### src/cvr_pkg.sv
// Package with register map, field layout and types for the comparator block.
package cvr_pkg;
  // ----------------------------------------------------------------
  // Register map (word offsets on avs_address, not byte addresses)
  // ----------------------------------------------------------------
  localparam logic [3:0] ADDR_CMP_CTRL = 4'h0;
  localparam logic [3:0] ADDR_REF_CTRL = 4'h1;
  localparam logic [3:0] ADDR_IRQ_STAT = 4'h2;
  localparam logic [3:0] ADDR_IRQ_EN = 4'h3;
  localparam logic [3:0] ADDR_IRQ_CLR = 4'h4;
  localparam logic [3:0] ADDR_SYS_CTRL = 4'h5;
  // ----------------------------------------------------------------
  // Field layout and reset values
  // ----------------------------------------------------------------
  localparam logic [2:0] MODE_OFF = 3'h7;
  localparam logic [5:0] CMP_CTRL_RST = 6'h07;
  localparam logic [7:0] REF_CTRL_RST = 8'h00;
  localparam logic [3:0] PCFG_RST = 4'h0;
  localparam int BIT_REF_EN = 7;
  localparam int BIT_REF_OE = 6;
  localparam int BIT_REF_RNG = 5;
  localparam int BIT_REF_SRC = 4;
  localparam int IRQ_BITS = 2;
  localparam int IRQ_CMP = 0;
  localparam int IRQ_WAKE = 1;
  localparam int BIT_SLEEP = 0;

  typedef struct packed {
    logic second_result_invert;
    logic first_result_invert;
    logic input_switch_select;
    logic [2:0] comparator_mode_field;
  } cvr_cmp_ctrl_s;

  typedef struct packed {
    logic ladder_power_enable;
    logic ladder_pin_output_enable;
    logic ladder_range_select;
    logic ladder_source_select;
    logic [3:0] ladder_level_code;
  } cvr_ref_ctrl_s;

  typedef enum logic [1:0] {
    CVR_RUN,
    CVR_SLEEP
  } cvr_pwr_e;
endpackage

### src/cvr_ctrl.sv
// Control logic for a dual comparator and its 16-level reference ladder.
// Function
// RULE1: Active comparator interrupt works and wakes sleep.
// RULE2: Software turns comparators off before sleeping.
// RULE3: Wake leaves comparator control unchanged.
// RULE4: Reset sets comparator mode to all ones.
// RULE5: Comparator pins reset to analog inputs.
// RULE6: Bit 7 powers reference ladder.
// RULE7: Bit 6 drives reference onto pin.
// RULE8: Pin output enable overrides direction latch.
// RULE9: Bit 5 selects low or high range.
// RULE10: High range spans quarter to three quarters.
// RULE11: Bit 4 selects external or supply source.
// RULE12: Bits 3-0 pick one of 16 taps.
// RULE13: Wake leaves reference control unchanged.
// RULE14: Reset clears reference control fields.
// RULE15: Reference independent of comparator mode.
// RULE16: Ladder controls are registered static outputs.
//
// Local design decisions: the Avalon-MM interface to the registers and the register offsets.
module cvr_ctrl (
  input wire logic clk,
  input wire logic rst_b,
  input wire logic [3:0] avs_address,
  input wire logic avs_read,
  input wire logic avs_write,
  input wire logic [31:0] avs_writedata,
  input wire logic [3:0] avs_byteenable,
  output logic [31:0] avs_readdata,
  output logic avs_waitrequest,
  input wire logic first_compare_raw,
  input wire logic second_compare_raw,
  input wire logic port_direction_latch,
  input wire logic [3:0] analog_port_config_field,
  output logic [2:0] comparator_mode_field,
  output logic input_switch_select,
  output logic first_compare_result,
  output logic second_compare_result,
  output logic [3:0] cmp_pin_analog,
  output cvr_pkg::cvr_ref_ctrl_s ladder_ctrl,
  output logic shared_pin_dir_input,
  output logic sleep_active,
  output logic wake_req,
  output logic irq
);
  // ----------------------------------------------------------------
  // Bus access
  // ----------------------------------------------------------------
  cvr_pkg::cvr_cmp_ctrl_s cmp_q;
  cvr_pkg::cvr_ref_ctrl_s ref_q;
  cvr_pkg::cvr_pwr_e pwr_q;
  logic [cvr_pkg::IRQ_BITS-1:0] stat_q;
  logic [cvr_pkg::IRQ_BITS-1:0] en_q;
  logic [cvr_pkg::IRQ_BITS-1:0] ev;
  logic [cvr_pkg::IRQ_BITS-1:0] clr;
  logic ack_q;
  logic wr;
  logic rd;
  logic cmp_on;
  logic r1_q;
  logic r2_q;
  logic r1_d;
  logic r2_d;

  // One wait cycle per access: answer on the second edge of a request.
  assign avs_waitrequest = (avs_read | avs_write) & ~ack_q;
  assign wr = avs_write & ack_q & avs_byteenable[0];
  assign rd = avs_read & ack_q;

  always_ff @(posedge clk or negedge rst_b) begin
    if (!rst_b) begin
      ack_q <= 1'b0;
    end else begin
      ack_q <= (avs_read | avs_write) & ~ack_q;
    end
  end

  always_ff @(posedge clk or negedge rst_b) begin
    if (!rst_b) begin
      avs_readdata <= 32'h0000_0000;
    end else if ((avs_read | avs_write) & ~ack_q) begin
      unique case (avs_address)
        cvr_pkg::ADDR_CMP_CTRL:
          avs_readdata <= {24'h00_0000, r2_q, r1_q, cmp_q};
        cvr_pkg::ADDR_REF_CTRL:
          avs_readdata <= {24'h00_0000, ref_q};
        cvr_pkg::ADDR_IRQ_STAT:
          avs_readdata <= {30'h0000_0000, stat_q};
        cvr_pkg::ADDR_IRQ_EN:
          avs_readdata <= {30'h0000_0000, en_q};
        cvr_pkg::ADDR_SYS_CTRL:
          avs_readdata <= {31'h0000_0000, pwr_q == cvr_pkg::CVR_SLEEP};
        default:
          avs_readdata <= 32'h0000_0000;
      endcase
    end
  end

  // ----------------------------------------------------------------
  // Comparator control
  // ----------------------------------------------------------------
  // Only bus writes change this register; sleep and wake never do.
  always_ff @(posedge clk or negedge rst_b) begin
    if (!rst_b) begin
      cmp_q <= cvr_pkg::cvr_cmp_ctrl_s'(cvr_pkg::CMP_CTRL_RST); // RULE4
    end else if (wr && avs_address == cvr_pkg::ADDR_CMP_CTRL) begin
      cmp_q <= cvr_pkg::cvr_cmp_ctrl_s'(avs_writedata[5:0]); // RULE3
    end
  end

  assign cmp_on = cmp_q.comparator_mode_field != cvr_pkg::MODE_OFF;
  assign comparator_mode_field = cmp_q.comparator_mode_field;
  assign input_switch_select = cmp_q.input_switch_select;
  assign r1_d = cmp_on & (first_compare_raw ^ cmp_q.first_result_invert);
  assign r2_d = cmp_on & (second_compare_raw ^ cmp_q.second_result_invert);

  // Results keep sampling in sleep, so a change can still wake.
  always_ff @(posedge clk or negedge rst_b) begin
    if (!rst_b) begin
      r1_q <= 1'b0;
      r2_q <= 1'b0;
    end else begin
      r1_q <= r1_d; // RULE1
      r2_q <= r2_d;
    end
  end
  assign first_compare_result = r1_q;
  assign second_compare_result = r2_q;

  // Pins stay analog until the port configuration field releases them.
  always_ff @(posedge clk or negedge rst_b) begin
    if (!rst_b) begin
      cmp_pin_analog <= ~cvr_pkg::PCFG_RST; // RULE5
    end else begin
      cmp_pin_analog <= ~analog_port_config_field; // RULE5
    end
  end

  // ----------------------------------------------------------------
  // Reference control
  // ----------------------------------------------------------------
  always_ff @(posedge clk or negedge rst_b) begin
    if (!rst_b) begin
      ref_q <= cvr_pkg::cvr_ref_ctrl_s'(cvr_pkg::REF_CTRL_RST); // RULE14
    end else if (wr && avs_address == cvr_pkg::ADDR_REF_CTRL) begin
      ref_q <= cvr_pkg::cvr_ref_ctrl_s'(avs_writedata[7:0]); // RULE13
    end
  end

  // Independent of the comparator mode; the ladder decodes the fields.
  assign ladder_ctrl = ref_q; // RULE6 RULE9 RULE10 RULE11 RULE12 RULE15 RULE16
  assign shared_pin_dir_input =
    ref_q.ladder_pin_output_enable | port_direction_latch; // RULE7 RULE8

  // ----------------------------------------------------------------
  // Sleep and interrupts
  // ----------------------------------------------------------------
  assign ev[cvr_pkg::IRQ_CMP] = (r1_d ^ r1_q) | (r2_d ^ r2_q);
  assign ev[cvr_pkg::IRQ_WAKE] = pwr_q == cvr_pkg::CVR_SLEEP && wake_req;
  assign clr = (wr && avs_address == cvr_pkg::ADDR_IRQ_CLR) ?
    avs_writedata[cvr_pkg::IRQ_BITS-1:0] : '0;

  always_ff @(posedge clk or negedge rst_b) begin
    if (!rst_b) begin
      stat_q <= '0;
    end else begin
      stat_q <= (stat_q & ~clr) | ev; // RULE1
    end
  end

  always_ff @(posedge clk or negedge rst_b) begin
    if (!rst_b) begin
      en_q <= '0;
    end else if (wr && avs_address == cvr_pkg::ADDR_IRQ_EN) begin
      en_q <= avs_writedata[cvr_pkg::IRQ_BITS-1:0];
    end
  end

  assign irq = |(stat_q & en_q);
  assign wake_req = stat_q[cvr_pkg::IRQ_CMP] & en_q[cvr_pkg::IRQ_CMP]; // RULE1

  always_ff @(posedge clk or negedge rst_b) begin
    if (!rst_b) begin
      pwr_q <= cvr_pkg::CVR_RUN;
    end else begin
      unique case (pwr_q)
        cvr_pkg::CVR_RUN:
          if (wr && avs_address == cvr_pkg::ADDR_SYS_CTRL &&
              avs_writedata[cvr_pkg::BIT_SLEEP]) begin
            pwr_q <= cvr_pkg::CVR_SLEEP;
          end
        cvr_pkg::CVR_SLEEP:
          if (wake_req) begin
            pwr_q <= cvr_pkg::CVR_RUN; // RULE1
          end
        default:
          pwr_q <= cvr_pkg::CVR_RUN;
      endcase
    end
  end
  assign sleep_active = pwr_q == cvr_pkg::CVR_SLEEP;
endmodule

### config.mk
export PLATFORM = sky130hd
export DESIGN_NAME = cvr_ctrl
export DESIGN_NICKNAME = d
export VERILOG_FILES = /design/src/cvr_pkg.sv /design/src/cvr_ctrl.sv
export SDC_FILE = /design/constraint.sdc
export NUM_CORES = 1
export LEC_CHECK = 0
export ABC_AREA = 1
export BUFFER_PORTS_ARGS = -buffer_cell sky130_fd_sc_hd__clkbuf_2
export CAP_MARGIN = 20
export CELL_PAD_IN_SITES_DETAIL_PLACEMENT = 0
export CELL_PAD_IN_SITES_GLOBAL_PLACEMENT = 1
export CORE_UTILIZATION = 30
export DETAILED_ROUTE_END_ITERATION = 6
export PLACE_DENSITY_LB_ADDON = 0.25
export SLEW_MARGIN = 40
export SYNTH_ARGS = -nofsm -noshare
export SYNTH_HDL_FRONTEND = slang
export SYNTH_SLANG_ARGS = --single-unit
### constraint.sdc
create_clock -name clk -period 1.4 [get_ports clk]
set_input_delay 0.07 -clock clk [delete_from_list [all_inputs] [get_ports clk]]
set_output_delay 0.07 -clock clk [all_outputs]
set_load 0.02 [all_outputs]
==> impl_metrics.tcl <==
set metrics [dict create \
    synthCells 214 \
    arrival_ns 1.16 \
    drt_iter0_markers 82 \
    track_usage 0.137 \
    rsz0062_at_grt "no" \
    grt_max_degree 35 \
    worstSkewPairLatency_ns 0.28 \
    first_pass_iters 4 \
    crit_fanout 10 \
    total_leakage_power_nw 1.29 \
    powerDensity_nw_per_um2 1180 \
    place_area_um2 2070 \
    dp_hpwl_um 3020 \
    vdd_drop_max_mv 0.580 \
    htreeDepth 2 \
    layout.nets 332 \
    num_vias 1493 \
    ys_seq_area_frac 0.480 \
    dieArea_um2 6290 \
    total_power_mw 2.64 \
    n_antenna_cell 0 \
    synthToLayoutAreaGrowth_pct 24.4 \
    routed_wirelength_um 3980 \
    hold_viol_final 0 \
    fin_crit_sh 0.882 \
    p_clk_frac 0.286 \
    seq_power_share 0.462 \
    fmax_mhz 810 \
    die_x_um 79.3 \
    gp_congestion 0.758 \
    io_buffers 54 \
    drtAntennaViolNets 0 \
    hold_class "in2reg" \
    mostFrequentLayoutCells "54 x nand2_1, 54 x clkbuf_2, 27 x inv_1, 27 x dfrtp_1, 24 x conb_1" \
    final_cell_area_um2 2230 \
    root_buffer "clkbuf_8" \
    drc 0 \
    start_util 0.318 \
    numCtsBuffers 5 \
    post-cts-setup-buffers 0 \
    netlist-cell-type-count 23 \
    required_ns 1.33 \
    num_rows 27 \
    switching_share 0.340 \
    wl_per_cell_um 11.2 \
    drive_gt1_frac 0.330 \
    p_comb_frac 0.253 \
    hold_ws_ns 0.0114 \
    synth.cell_area_um2 1790 \
    final.fill_count 621 \
    core_area_um2 5640 \
    place_inst 339 \
    outcome "finished, final reports clean" \
    dieHeight_um 79.3 \
    clock_path_buffers 2 \
    worstSetupStartpointType "flip-flop" \
    grt_pass1_vias 1407 \
    clk_pin_slew_ns 0.07 \
    switchingPower_mw 0.897 \
    grt_first_pass_wirelength_um 6480 \
    ys_seq_elements 34 \
    fin_skew_ns 0.00186 \
    viasPerCell 4.22 \
    antenna_found_initial 0 \
    final_cells 354 \
    yosysWarnings 0 \
    syn_area_per_cell_um2 8.37 \
    fin_setup_tns_ns 0 \
    cts_tree "built" \
    max_cap_viol_count 0 \
    globalRoute.totalOverflow 0 \
    internal_power_mw 1.74 \
    slew_viol_final 0 \
    crit_type "reg2out" \
    setup_viol 0 \
    cp-end-kind "primary output" \
    ios 106 \
    clock_sinks 34 \
    period_needed_ns 1.23 \
]
[state kept, by name (all words and copies together) (netlist names)]
signal                 count
ack_q                      1
ladder_ctrl                8
avs_readdata               8
en_q                       2
stat_q                     2
cmp_pin_analog             4
comparator_mode_field      3
cmp_q                      2
pwr_q                      1
first_compare_result       1
second_compare_result      1
input_switch_select        1
[repair_timing]
item | in CTS | in global routing
hold buffers | 7 | 0
gates resized for setup | 0 | 1
endpoints found under the hold margin | 40 | 0
endpoints found under the setup margin | 0 | 1
[Yosys cell counts]
| master | count | area share |
|---|---|---|
| nand3_1 | 16 | 0.045 |
| nand2_2 | 1 | 0.0035 |
| a21oi_1 | 1 | 0.0028 |
| nand2_4 | 2 | 0.013 |
| o22ai_1 | 4 | 0.014 |
| or2_2 | 1 | 0.0035 |
| a21oi_2 | 5 | 0.024 |
| buf_4 | 29 | 0.12 |
| inv_2 | 1 | 0.0021 |
| xor2_1 | 2 | 0.0098 |
| nor2_4 | 2 | 0.013 |
| o21ai_0 | 12 | 0.034 |
| buf_6 | 1 | 0.0063 |
| clkinv_2 | 1 | 0.0028 |
| nand2_1 | 54 | 0.11 |
| nand4_1 | 2 | 0.0070 |
| o21ai_2 | 2 | 0.0098 |
| conb_1 | 1 | 0.0021 |
| dfrtp_1 | 27 | 0.38 |
| inv_1 | 28 | 0.059 |
| dfstp_2 | 7 | 0.10 |
| nor2_2 | 3 | 0.010 |
| nor2_1 | 12 | 0.025 |
[power by group through the flow]
stage                     Sequential [mW]  Clock (mW)  Combinational (mW)
after floorplan                      1.31           0               0.392
after global routing                 1.24       0.833               0.741
after CTS                            1.22       0.781               0.676
after detailed placement             1.24           0               0.660
after global placement               1.24           0               0.653
final                                1.22       0.754               0.666
[critical path: stages (launching register included)]
cell	delay (ns)
dfrtp_1	0.39
nor2_2	0.13
buf_4	0.18
clkbuf_2	0.18
[cells by family (layout without fill, tap and decap cells)]
| logic type | count (synthesis) | count (layout) | share of synthesized area |
|---|---|---|---|
| buf+inv | 60 | 105 | 0.191 |
| other cells | 1 | 24 | 0.00209 |
| flops | 34 | 34 | 0.480 |
| simple gates | 93 | 93 | 0.233 |
| compound gates | 24 | 24 | 0.0845 |
| xor+xnor | 2 | 2 | 0.00978 |
[cell type report]
| cell class | count | area [um2] | area share |
|---|---|---|---|
| well taps | 72 | 90.1 | 0.0404 |
| flip-flops and latches | 34 | 860 | 0.386 |
| clock buffers | 7 | 86.3 | 0.0387 |
| multi-input cells | 143 | 676 | 0.303 |
| clock inverters | 1 | 5.00 | 0.00225 |
| repair buffers | 67 | 398 | 0.179 |
| inverters | 30 | 114 | 0.0511 |
[worst paths after layout]
kind | start | to | slack, ns | cells after the start
setup / recovery | ack_q | avs_waitrequest | 0.17 | 3
hold / removal | avs_writedata[4] | cmp_q[4] | 0.01 | 3
setup reg to reg | ack_q | cmp_q[5] | 0.20 | 3
hold reg to reg | avs_readdata[6] | avs_readdata[6] | 0.48 | 2
max in group asynchronous | rst_b | comparator_mode_field[0] | 0.87 | 3
min in group asynchronous | rst_b | ladder_ctrl[3] | 0.28 | 3
[layer usage]
metal / vias up / track usage / share of wire
li1: 746 / - / -
met5: - / 0 / 0
met4: 0 / 0.0436 / 0.0086
met3: 5 / 0.0425 / 0.066
met2: 53 / 0.222 / 0.46
met1: 689 / 0.174 / 0.47
[per-stage QoR]
stage	worst slack [ns]	utilization
CTS	0.111	0.395
detailed placement	0.142	0.366
floorplan	0.179	-
finish	0.166	0.395
global placement	0.141	0.366
global route	0.0250	0.395
(Power assumes the default switching activity.)
